File: src/core/bdw_unused.sv
`timescale 1ns/100ps
`default_nettype none
`default_nettype wire

File: src/core/bdw_pkg.sv
package bdw_pkg;

   // Bit timing on the debug wire, in bus clock cycles.
   localparam int BIT_CYC       = 16;
   localparam int SAMPLE_CYC    = 10;
   localparam int ONE_PULSE_CYC = 7;
   localparam int ZERO_LOW_CYC  = 13;
   localparam int PULSE_LEN     = 2;
   localparam int TIMEOUT_CYC   = 512;
   localparam int STEAL_CYC     = 128;

   // Field widths and buffering.
   localparam int CYC_W       = 5;
   localparam int TMO_W       = 10;
   localparam int STEAL_W     = 8;
   localparam int OPC_W       = 8;
   localparam int WORD_W      = 16;
   localparam int FIFO_WIDTH  = 8;
   localparam int FIFO_DEPTH  = 32;

   // Hardware command opcodes.
   localparam logic [7:0] OP_BACKGROUND = 8'h90;
   localparam logic [7:0] OP_RD_BD_BYTE = 8'hE4;
   localparam logic [7:0] OP_RD_BD_WORD = 8'hEC;
   localparam logic [7:0] OP_RD_BYTE    = 8'hE0;
   localparam logic [7:0] OP_RD_WORD    = 8'hE8;
   localparam logic [7:0] OP_WR_BD_BYTE = 8'hC4;
   localparam logic [7:0] OP_WR_BD_WORD = 8'hCC;
   localparam logic [7:0] OP_WR_BYTE    = 8'hC0;
   localparam logic [7:0] OP_WR_WORD    = 8'hC8;

   // Opcode bit positions.
   localparam int OPC_HW_BIT   = 7;
   localparam int OPC_MEM_BIT  = 6;
   localparam int OPC_RD_BIT   = 5;
   localparam int OPC_WORD_BIT = 3;
   localparam int OPC_MAP_BIT  = 2;

   // Debug window addresses and status byte layout.
   localparam logic [15:0] ADDR_STATUS = 16'hFF01;
   localparam logic [15:0] MAP_LO      = 16'hFF00;
   localparam logic [15:0] MAP_HI      = 16'hFFFF;
   localparam logic [15:0] REG_HI      = 16'hFF06;
   localparam logic [15:0] ROM_LO      = 16'hFF20;
   localparam int STATUS_EN_BIT  = 7;
   localparam int STATUS_ACT_BIT = 6;

   typedef enum logic [2:0] {
      PH_OPC,
      PH_ADDR,
      PH_DATA,
      PH_MEM,
      PH_TX,
      PH_FWDATA,
      PH_FWWAIT
   } bdw_phase_t;

endpackage

File: src/core/bdw_fifo.sv
`timescale 1ns/100ps
`default_nettype none
module bdw_fifo #(
   parameter int WIDTH = 8,
   parameter int DEPTH = 32
) (
   input  wire logic             clk_in,
   input  wire logic             sys_rst_in,
   input  wire logic             wr_valid_in,
   output logic                  wr_ready_out,
   input  wire logic [WIDTH-1:0] wr_data_in,
   output logic                  rd_valid_out,
   input  wire logic             rd_ready_in,
   output logic      [WIDTH-1:0] rd_data_out
);
   localparam int AW = $clog2(DEPTH);

   typedef struct packed {
      logic [AW-1:0] wp;
      logic [AW-1:0] rp;
      logic [AW:0]   cnt;
   } bdw_fifo_t;

   bdw_fifo_t q;
   bdw_fifo_t n;
   logic [WIDTH-1:0] mem [DEPTH];
   logic             do_wr;
   logic             do_rd;

   // Full and empty come straight from the fill count.
   assign wr_ready_out = q.cnt != (AW+1)'(DEPTH);
   assign rd_valid_out = q.cnt != '0;
   assign rd_data_out  = mem[q.rp];
   assign do_wr        = wr_valid_in && wr_ready_out;
   assign do_rd        = rd_valid_out && rd_ready_in;

   // Pointers wrap by hand so a depth that is not a power of two works.
   always_comb begin
      n = q;
      if (do_wr) begin
         n.wp = (q.wp == AW'(DEPTH-1)) ? '0 : AW'(q.wp + 1'b1);
      end
      if (do_rd) begin
         n.rp = (q.rp == AW'(DEPTH-1)) ? '0 : AW'(q.rp + 1'b1);
      end
      n.cnt = (AW+1)'(q.cnt + {AW'(0), do_wr} - {AW'(0), do_rd});
   end

   always_ff @(posedge clk_in or posedge sys_rst_in) begin
      if (sys_rst_in) begin
         q <= '0;
      end else begin
         q <= n;
      end
   end

   // Storage carries no reset; only the pointers and the fill count need a defined value.
   always_ff @(posedge clk_in) begin
      if (do_wr) begin
         mem[q.wp] <= wr_data_in;
      end
   end
endmodule
`default_nettype wire

File: src/core/bdw_port.sv
`timescale 1ns/100ps
`default_nettype none
module bdw_port (
   input  wire logic        clk_in,
   input  wire logic        sys_rst_in,
   input  wire logic        debug_wire_pin_in,
   output logic             debug_wire_pin_out,
   output logic             debug_wire_pin_oe_out,
   input  wire logic        special_single_chip_in,
   input  wire logic        tag_hit_in,
   input  wire logic        background_instruction_in,
   input  wire logic        instr_boundary_in,
   input  wire logic        exit_background_in,
   output logic             background_debug_mode_out,
   output logic             firmware_enable_bit_out,
   output logic             activate_refused_out,
   output logic             peripheral_suspend_out,
   input  wire logic [15:0] cpu_addr_in,
   input  wire logic        debug_access_in,
   output logic             debug_reg_sel_out,
   output logic             rom_sel_out,
   input  wire logic        dead_cycle_in,
   output logic             cpu_freeze_out,
   output logic             mem_req_out,
   output logic             mem_we_out,
   output logic             mem_word_out,
   output logic             mem_in_map_out,
   output logic      [15:0] mem_addr_out,
   output logic      [15:0] mem_wdata_out,
   input  wire logic        mem_ack_in,
   input  wire logic [15:0] mem_rdata_in,
   output logic             fw_cmd_valid_out,
   input  wire logic        fw_cmd_ready_in,
   output logic      [7:0]  fw_cmd_data_out,
   input  wire logic        fw_reply_valid_in,
   output logic             fw_reply_ready_out,
   input  wire logic [15:0] fw_reply_data_in
);
   localparam logic [9:0] TMO_MAX  = 10'(bdw_pkg::TIMEOUT_CYC - 1);
   localparam logic [7:0] STEAL_MX = 8'(bdw_pkg::STEAL_CYC - 1);
   localparam logic [4:0] BIT_LAST = 5'(bdw_pkg::BIT_CYC - 1);
   localparam logic [4:0] TX_BITS  = 5'(bdw_pkg::WORD_W);

   typedef struct packed {
      logic                    sync1;
      logic                    sync2;
      logic                    prev;
      logic [4:0]              cyc;
      logic                    in_bit;
      logic [9:0]              tmo;
      bdw_pkg::bdw_phase_t     ph;
      logic [15:0]             sh;
      logic [4:0]              nbits;
      logic [7:0]              opcode;
      logic [15:0]             addr;
      logic [15:0]             wdata;
      logic [15:0]             tx;
      logic [4:0]              tx_left;
      logic                    cur;
      logic                    fw_en;
      logic                    active;
      logic                    bg_pend;
      logic                    boot;
      logic                    req;
      logic                    freeze;
      logic [7:0]              wait_cnt;
      logic                    drv;
      logic                    drv_oe;
      logic                    push;
      logic [7:0]              push_data;
      logic                    refused;
   } bdw_port_t;

   bdw_port_t   q;
   bdw_port_t   n;
   logic        fall;
   logic        sample;
   logic        stall;
   logic        fifo_rdy;
   logic [15:0] new_sh;
   logic        hit_status;

   // Address window test, shared by register and ROM decoding.
   function automatic logic in_range(input logic [15:0] a,
                                     input logic [15:0] lo,
                                     input logic [15:0] hi);
      in_range = (a >= lo) && (a <= hi);
   endfunction

   // The firmware byte path is buffered so firmware may lag the wire.
   bdw_fifo #(
      .WIDTH(bdw_pkg::FIFO_WIDTH),
      .DEPTH(bdw_pkg::FIFO_DEPTH)
   ) u_fifo (
      .clk_in       (clk_in),
      .sys_rst_in   (sys_rst_in),
      .wr_valid_in  (q.push),
      .wr_ready_out (fifo_rdy),
      .wr_data_in   (q.push_data),
      .rd_valid_out (fw_cmd_valid_out),
      .rd_ready_in  (fw_cmd_ready_in),
      .rd_data_out  (fw_cmd_data_out)
   );

   // A falling edge is seen only on the second stage and its delayed copy.
   assign fall       = q.prev && !q.sync2;
   // A stuck firmware buffer stops bit intake until the byte is taken.
   assign stall      = q.push && !fifo_rdy;
   assign sample     = q.in_bit && (q.cyc == 5'(bdw_pkg::SAMPLE_CYC)) && !stall;
   assign new_sh     = {q.sh[14:0], q.sync2};
   assign hit_status = q.opcode[bdw_pkg::OPC_MAP_BIT] && !q.opcode[bdw_pkg::OPC_WORD_BIT]
                       && (q.addr == bdw_pkg::ADDR_STATUS);

   // Next-state logic for the whole port.
   always_comb begin
      n         = q;
      n.sync1   = debug_wire_pin_in;
      n.sync2   = q.sync1;
      n.prev    = q.sync2;
      n.push    = stall;
      n.refused = 1'b0;
      // Bit-time counter restarts on each host edge; idle counter too.
      if (fall) begin
         n.cyc    = '0;
         n.in_bit = 1'b1;
         n.tmo    = '0;
      end else begin
         if (q.cyc != '1) begin
            n.cyc = 5'(q.cyc + 5'h01);
         end
         if (q.cyc == BIT_LAST) begin
            n.in_bit = 1'b0;
         end
         if (q.tmo != TMO_MAX) begin
            n.tmo = 10'(q.tmo + 10'h001);
         end
      end
      if (sample) begin
         n.sh    = new_sh;
         n.nbits = 5'(q.nbits + 5'h01);
      end
      unique case (q.ph)
         bdw_pkg::PH_OPC: begin
            if (sample && q.nbits == 5'h07) begin
               n.opcode = new_sh[7:0];
               n.nbits  = '0;
               if (new_sh[7:0] == bdw_pkg::OP_BACKGROUND) begin
                  n.bg_pend = q.fw_en;
                  n.refused = !q.fw_en;
               end else if (new_sh[bdw_pkg::OPC_HW_BIT] && new_sh[bdw_pkg::OPC_MEM_BIT]) begin
                  n.ph = bdw_pkg::PH_ADDR;
               end else if (!new_sh[bdw_pkg::OPC_HW_BIT] && new_sh[bdw_pkg::OPC_MEM_BIT]
                            && q.active) begin
                  // Firmware opcodes pass on to the ROM code only in active mode.
                  n.push      = 1'b1;
                  n.push_data = new_sh[7:0];
                  n.ph        = new_sh[bdw_pkg::OPC_RD_BIT] ? bdw_pkg::PH_FWWAIT
                                                            : bdw_pkg::PH_FWDATA;
               end
            end
         end
         bdw_pkg::PH_ADDR: begin
            if (sample && q.nbits == 5'h0F) begin
               n.addr  = new_sh;
               n.nbits = '0;
               n.ph    = q.opcode[bdw_pkg::OPC_RD_BIT] ? bdw_pkg::PH_MEM : bdw_pkg::PH_DATA;
            end
         end
         bdw_pkg::PH_DATA: begin
            if (sample && q.nbits == 5'h0F) begin
               n.wdata = new_sh;
               n.nbits = '0;
               n.ph    = bdw_pkg::PH_MEM;
            end
         end
         bdw_pkg::PH_MEM: begin
            if (hit_status) begin
               // The status byte lives here, so it is served without the bus.
               if (!q.opcode[bdw_pkg::OPC_RD_BIT]) begin
                  n.fw_en = q.wdata[bdw_pkg::STATUS_EN_BIT];
                  n.ph    = bdw_pkg::PH_OPC;
               end else begin
                  n.tx      = '0;
                  n.tx[bdw_pkg::STATUS_EN_BIT]  = q.fw_en;
                  n.tx[bdw_pkg::STATUS_ACT_BIT] = q.active;
                  n.tx_left = TX_BITS;
                  n.ph      = bdw_pkg::PH_TX;
               end
            end else if (mem_ack_in && q.req) begin
               n.req      = 1'b0;
               n.freeze   = 1'b0;
               n.wait_cnt = '0;
               n.tx       = mem_rdata_in;
               n.tx_left  = TX_BITS;
               n.ph       = q.opcode[bdw_pkg::OPC_RD_BIT] ? bdw_pkg::PH_TX : bdw_pkg::PH_OPC;
            end else begin
               // Wait for a dead cycle; after the limit the CPU is frozen.
               n.req = 1'b1;
               if (q.req && q.wait_cnt != STEAL_MX) begin
                  n.wait_cnt = 8'(q.wait_cnt + 8'h01);
               end
               if (q.wait_cnt == STEAL_MX) begin
                  n.freeze = 1'b1;
               end
            end
         end
         bdw_pkg::PH_TX: begin
            if (fall) begin
               n.cur     = q.tx[15];
               n.tx      = {q.tx[14:0], 1'b0};
               n.tx_left = 5'(q.tx_left - 5'h01);
            end else if (q.in_bit && q.cyc == BIT_LAST && q.tx_left == '0) begin
               n.ph    = bdw_pkg::PH_OPC;
               n.nbits = '0;
            end
         end
         bdw_pkg::PH_FWDATA: begin
            if (sample && (q.nbits == 5'h07 || q.nbits == 5'h0F)) begin
               n.push      = 1'b1;
               n.push_data = new_sh[7:0];
               if (q.nbits == 5'h0F) begin
                  n.nbits = '0;
                  n.ph    = bdw_pkg::PH_OPC;
               end
            end
         end
         bdw_pkg::PH_FWWAIT: begin
            if (fw_reply_valid_in) begin
               n.tx      = fw_reply_data_in;
               n.tx_left = TX_BITS;
               n.ph      = bdw_pkg::PH_TX;
            end
         end
         default: begin
            n.ph = bdw_pkg::PH_OPC;
         end
      endcase
      // A silent host aborts any command, but not a pending bus access or firmware reply.
      if (!fall && q.tmo == TMO_MAX && q.ph != bdw_pkg::PH_MEM
          && q.ph != bdw_pkg::PH_FWWAIT) begin
         n.ph     = bdw_pkg::PH_OPC;
         n.nbits  = '0;
         n.opcode = '0;
      end
      // Background entry and exit; an entry request beats an exit.
      if (exit_background_in) begin
         n.active = 1'b0;
      end
      if (tag_hit_in || background_instruction_in) begin
         n.active  = n.active || q.fw_en;
         n.refused = !q.fw_en;
      end
      if (q.bg_pend && instr_boundary_in) begin
         n.active  = 1'b1;
         n.bg_pend = 1'b0;
      end
      // The mode strap is caught on the first edge after reset release.
      if (!q.boot) begin
         n.boot = 1'b1;
         if (special_single_chip_in) begin
            n.fw_en  = 1'b1;
            n.active = 1'b1;
         end
      end
      // Pin drive follows the bit being sent; idle phases never drive.
      n.drv_oe = 1'b0;
      n.drv    = 1'b1;
      if (n.ph == bdw_pkg::PH_TX && n.in_bit && n.tx_left != TX_BITS) begin
         if (n.cur) begin
            n.drv_oe = (n.cyc >= 5'(bdw_pkg::ONE_PULSE_CYC))
                       && (n.cyc < 5'(bdw_pkg::ONE_PULSE_CYC + bdw_pkg::PULSE_LEN));
         end else begin
            n.drv_oe = n.cyc < 5'(bdw_pkg::ZERO_LOW_CYC + bdw_pkg::PULSE_LEN);
            n.drv    = n.cyc >= 5'(bdw_pkg::ZERO_LOW_CYC);
         end
      end
   end

   always_ff @(posedge clk_in or posedge sys_rst_in) begin
      if (sys_rst_in) begin
         q <= '{sync1: 1'b1, sync2: 1'b1, prev: 1'b1, cyc: '1, ph: bdw_pkg::PH_OPC,
                drv: 1'b1, default: '0};
      end else begin
         q <= n;
      end
   end

   // Output drive; high and low are both driven actively when enabled.
   assign debug_wire_pin_out        = q.drv;
   assign debug_wire_pin_oe_out     = q.drv_oe;
   assign background_debug_mode_out = q.active;
   assign firmware_enable_bit_out   = q.fw_en;
   assign activate_refused_out      = q.refused;
   assign peripheral_suspend_out    = q.active;
   assign cpu_freeze_out            = q.freeze;
   assign mem_req_out               = q.req && (dead_cycle_in || q.freeze);
   assign mem_we_out                = !q.opcode[bdw_pkg::OPC_RD_BIT];
   assign mem_word_out              = q.opcode[bdw_pkg::OPC_WORD_BIT];
   assign mem_in_map_out            = q.opcode[bdw_pkg::OPC_MAP_BIT];
   assign mem_addr_out              = q.addr;
   assign mem_wdata_out             = q.wdata;
   assign fw_reply_ready_out        = q.ph == bdw_pkg::PH_FWWAIT;

   // User code never sees the debug registers, even in active mode.
   assign debug_reg_sel_out = q.active && debug_access_in
                              && in_range(cpu_addr_in, bdw_pkg::MAP_LO, bdw_pkg::REG_HI);
   assign rom_sel_out       = q.active
                              && in_range(cpu_addr_in, bdw_pkg::ROM_LO, bdw_pkg::MAP_HI);
endmodule
`default_nettype wire

File: config.mk
export PLATFORM = sky130hd
export DESIGN_NAME = bdw_port
export DESIGN_NICKNAME = d
export VERILOG_FILES = /design/src/core/bdw_unused.sv /design/src/core/bdw_pkg.sv /design/src/core/bdw_fifo.sv /design/src/core/bdw_port.sv
export SDC_FILE = /design/constraint.sdc
export NUM_CORES = 1
export LEC_CHECK = 0
export BUFFER_PORTS_ARGS = -buffer_cell sky130_fd_sc_hd__clkbuf_2
export CAP_MARGIN = 5
export CORE_ASPECT_RATIO = 1.5
export CORE_UTILIZATION = 35
export CTS_CLUSTER_SIZE = 28
export DETAILED_ROUTE_END_ITERATION = 10
export SLEW_MARGIN = 20
export SYNTH_ARGS = -nofsm -noshare
export SYNTH_HDL_FRONTEND = slang
export SYNTH_SLANG_ARGS = --single-unit
File: constraint.sdc
create_clock -name clk_in -period 4.7 [get_ports clk_in]
set_input_delay 0.705 -clock clk_in [delete_from_list [all_inputs] [get_ports clk_in]]
set_output_delay 0.705 -clock clk_in [all_outputs]
set_load 0.02 [all_outputs]
# Word-level counts from Yosys, hierarchy flattened
# Memories as Yosys holds them, arrays and structs flattened.
# Index checks and enable logic that the tools add are counted.
totals:
  ff_bits: 144
  ramBits: 256
  input_bits: 61
  output_inout_bits: 55
  memories: 1
memory_table:
  columns: ["memory", "depth", "width", "rd", "rd_clocked_by_memory_dff", "wr", "line_no", "rtl"]
  rows:
  - ["u_fifo.mem", 32, 8, 1, 0, 1, "bdw_fifo.sv:26", "logic [WIDTH-1:0] mem [DEPTH];"]
classes:
  addsub: 9
  n_lt_le_gt_ge: 8
  eq_ne: 33
  mux: 69
  bitwise_logic: 1
  reduce_logical: 66
op_table:
  columns: ["op", "count"]
  rows:
  - ["$mux 21", 4]
  - ["$pmux 21 s3", 1]
  - ["$mux 3", 15]
  - ["$mux 5", 9]
  - ["$mux 9", 4]
  - ["$ge 16x16->1 const B", 2]
  - ["$le 16x16->1 const B", 2]
  - ["$logic_and 1x1->1", 31]
  - ["$mux 10", 3]
  - ["$mux 13", 2]
  - ["$mux 22", 1]
  - ["$pmux 3 s7", 1]
  - ["$add 5x1->5 const B", 4]
  - ["$pmux 5 s4", 1]
  - ["$mux 1", 19]
  - ["$pmux 9 s2", 1]
  - ["$reduce_bool 2->1", 9]
  - ["$eq 16x16->1 const B", 1]
  - ["$mux 16", 1]
  - ["$mux 8", 2]
  - ["$eq 5x4->1 const B", 3]
  - ["$ne 2x2->1 const B", 7]
  - ["$eq 3x3->1 const B", 4]
  - ["$add 10x1->10 const B", 1]
  - ["33 further kinds", 58]

# Depth between registers and ports, before layout
logic_depth:
  depth_word: 13
  mapped_depth: 15
  mapped_depth_nobuf: 15

# Hierarchy
# Synthesis repeated with hierarchy kept, for this count alone.
hier_totals:
  hier_cells: 1141
  hier_area_um2: 17076.4
by_module_without_submodules:
  columns: ["mod", "instances", "cells_each", "area_per_inst_um2", "seq_area_each_um2"]
  rows:
  - ["bdw_fifo", 1, 573, 10918.0, 8087.8]
  - ["bdw_port", 1, 568, 6158.4, 3139.3]

# Worst setup path after synthesis
# No wires, ideal clock.
synth_timing:
  kind: "reg-to-output"
  start: "reg u_fifo.q[6] (netlist name)"
  end: "out fw_cmd_data_out[7]"
  arrival_ns: 2.353
  slack_ns: 1.642
  stages_incl_launch_ff: 7
  path_buffers: 3
  path_cell_list: "dfrtp_1 -> clkbuf_1 -> buf_2 -> buf_2 -> mux4_2 -> mux4_2 -> mux2_2"
synth_between:
  elab_chain_cells: 1
synth_lines:
  columns: ["element", "line_no", "rtl"]
  rows:
  - ["start, declared", "bdw_fifo.sv:24", "bdw_fifo_t q;"]
  - ["start signal, assigned", "bdw_fifo.sv:53", "q <= n;"]
  - ["$mem_v2 32x8", null, null]
  - ["end, declared", "bdw_port.sv:34", "output logic [7:0] fw_cmd_data_out,"]
# No other way between the ends.

# Worst setup path after layout
layout_timing:
  start: "reg u_fifo.q[7] (netlist name)"
  end: "out fw_cmd_data_out[7]"
# The elaborated chain is that of the path after synthesis.

==> implementation parameters <==
Parameter                              Value

Flow run
  Maximum capacitance violations ... 0

Final layout
  Post-route core utilization ... 40.14%
  Non-filler instance count after layout ... 1927
  Number of filler cells placed in the layout ... 4509
  Fraction of final layout cells with drive strength greater than 1 ... 26.36%
  # diodes ... 0
  Total Nets Final ... 1328
  Most frequent cells in the layout ... edfxtp_1 (256), nand2_1 (135), dfrtp_1 (127)
  Most common library cell in the layout ignoring fill and taps ... edfxtp_1
  Layout overhead on the synthesized area ... 13.49%

Die
  Site Rows ... 99
  Ports placed on the boundary ... 116
  Overall die height ... 273.3 um
  Starting density of the core ... 35.37%
  Floorplan die area ... 0.04997 mm2
  Die X-Extent ... 182.9 um
  Core region area ... 0.04856 mm2

Timing
  Number of failing setup endpoints in the final timing report ... 0
  Max-Slew Margin vs Limit ... 25.33%
  Minimum clock period ... 3.854 ns
  Final Max Slew Viols ... 0
  Achievable clock frequency ... 0.2594 GHz
  RSZ-0062 raised after global routing ... false
  Minimum hold slack ... 0.2555 ns
  Slew at the pin with the worst max-slew slack ... 1.116 ns
  Setup Skew ... 0.02104 ns
  Share of the clock period used by the worst path after layout ... 82.01%
  Setup total negative slack ... 0 ns
  Final number of hold-violating endpoints ... 0
  Slack of the critical path ... 0.8455 ns

Clock tree
  TritonCTS clock tree ... yes
  Clk sink count ... 397
  Count of H-tree levels built during CTS ... 2
  Clock transition at the register clock pins on the worst setup and hold paths after CTS ... 0.06 ns
  Cts bufs inserted ... 39
  Maximum clock path buffer count ... 3
  Post-CTS Setup Inserts ... 0
  Clock Root Buffer ... clkbuf_16
  Total of cells resized after clock tree synthesis ... 0
  Number of hold-repair buffers added at the cts stage ... 0
  Clock latency of the later-clocked register in the worst-skew pair ... 0.54 ns

Yosys
  Number of enable flip-flop cells after synthesis ... 256
  Number of synthesized register bits ... 397
  Top cells by area in the synthesized netlist ... edfxtp_1 (45%), dfrtp_1 (19%), mux4_2 (10%)
  Share of flip-flops with an asynchronous set or reset after synthesis ... 35.52%
  Register area share after synthesis ... 65.38%
  Number of synthesis warnings ... 0
  Main flop type after synthesis ... edfxtp_1
  Biggest area consumer among synthesized cells ... edfxtp_1
  Count of cell types in the netlist ... 85
  Synthesized net count ... 1249
  Mean instance size in the synthesized netlist ... 14.77 um2
  Cell area after synthesis ... 0.01717 mm2
  Post-synth top area share ... 44.77%
  Post-synthesis cell count ... 1163

Critical path
  Most numerous cell on the critical path ... mux4_2
  Maximum single-stage delay on the critical path ... 0.94 ns
  Largest fanout on the critical path ... 36
  Buffering stage count on the worst path with inverters included ... 2
  Data arrival time of the critical path ... 3.15 ns
  Top delay family on crit path ... multiplexers
  Required time of the critical path ... 3.99 ns
  CP Capture Type ... output port
  Type of the setup path with the least slack ... reg -> out
  Critical path startpoint category ... flip-flop
  Slowest CP cell ... dfrtp_2
  Critical path cell sequence ... buf_12 -> mux4_2 -> mux4_2 -> mux2_2 -> clkbuf_2

Drt
  Final routed wire length divided by cell count ... 20.06 um
  Violation count after the first detailed-route iteration ... 697
  Number of iterations in the first detailed-routing pass ... 8
  Final ANT Viol Nets ... 0
  Via density ... 5.110
  Total wire length after detailed routing ... 38.65 mm
  DRC Markers ... 0
  Vias ... 9847

Status
  Outcome ... finished clean

Hold path
  Worst min path class ... in -> reg

Global routing
  Pin count of the biggest net entering global routing ... 81
  Met3 track demand over resource ... 2.501%
  Number of antenna violations at the first check in global routing ... 0
  Highest-utilization routing layer at the global route stage ... met2
  Met2 Resource Use GR ... 29.68%
  Grt ovf ... 0
  Combined global-route utilization of all metal layers ... 15.76%
  Global-route track usage on met1 ... 18.10%
  Global-route wire length before repair ... 59.56 mm
  Vias in the first global route ... 10150

Placed design
  Number of cells after detailed placement ... 1857
  Pre-CTS worst setup slack ... 1.341 ns
  Global placement routability congestion ... 0.7975
  Buffers on Ports ... 115
  Hpwl dp ... 24.91 mm

Pwr
  Worst IR Drop VDD ... 0.0002835 V
  P per Cell Area ... 424.9 mW/mm2
  Total leakage power ... 0.006917 uW
==> report_power, final <==
part	total, uW	switching [uW]	internal, uW
Clock	3210	1320	1890
Sequential	4130	297	3840
Combinational	940	472	468
==> kinds of logic after synthesis <==
family          Yosys count  share of synthesized area, %
compound gates          137                         5.260
xor+xnor                 18                        0.9180
fa+ha+maj                25                         1.865
buf+inv                 137                         4.109
flops                   397                         65.38
mux                     120                         13.06
other cells               1                       0.02184
simple gates            328                         9.384
==> worst paths after layout <==
kind                                                  start  slack (ns)               endpoint  cells after the start
worst max-delay path                u_fifo.q[7]$_DFFE_PP0P_        0.85     fw_cmd_data_out[7]                      5
worst min-delay path                      debug_wire_pin_in        0.26       n[129]$_DFF_PP1_                      1
worst max register to register  mem_addr_out[2]$_DFFE_PP0P_        1.36      q[42]$_DFFE_PP0P_                      6
worst min register to register             n[129]$_DFF_PP1_        0.37       n[128]$_DFF_PP1_                      0
max in group asynchronous                        sys_rst_in        3.43       q[125]$_DFF_PP1_                      3
min in group asynchronous                        sys_rst_in        0.31  u_fifo.q[2]$_DFF_PP0_                      2
==> state kept, by name (all words and copies together), names as in the netlist, 2 cells and up <==
register,flops
new_sh,15
u_fifo.q,16
mem_wdata_out,16
q,68
u_fifo.mem,256
n,2
mem_addr_out,16
==> layer usage <==
metal | vias to the layer above | part of all wire (%)
li1 | 4487 | -
met1 | 5005 | 38
met2 | 295 | 55
met3 | 60 | 4.9
met4 | 0 | 2.3
met5 | - | 0
==> synthesized netlist by cell type (9+ instances only) <==
master / number
inv_1: 49
nor2_1: 84
xor2_1: 12
clkbuf_1: 38
nand2_1: 135
dfrtp_1: 132
edfxtp_1: 256
a21oi_1: 28
dfstp_2: 9
mux2_2: 33
nor3_1: 10
ha_1: 24
a222oi_1: 15
nand4_1: 18
buf_4: 33
o21ai_0: 47
mux4_2: 80
nand3_1: 17
==> through the flow <==
stage,total power [uW],instance area (um2)
global route,8622,19490
finish,8281,19490
detailed placement,5173,18170
floorplan,4846,17170
CTS,8396,19480
global placement,5153,18170
==> layout make-up <==
type                    instances  area (um2)  area share (%)
repair buffers                125       675.6           3.467
inverters                      50       192.7          0.9886
clock buffers                  51        1072           5.502
clock inverters                19       235.2           1.207
well taps                     656       820.8           4.211
multi-input cells             629        5258           26.98
flip-flops and latches        397       11240           57.65
No activity file was read; power rests on OpenSTA's default activity.
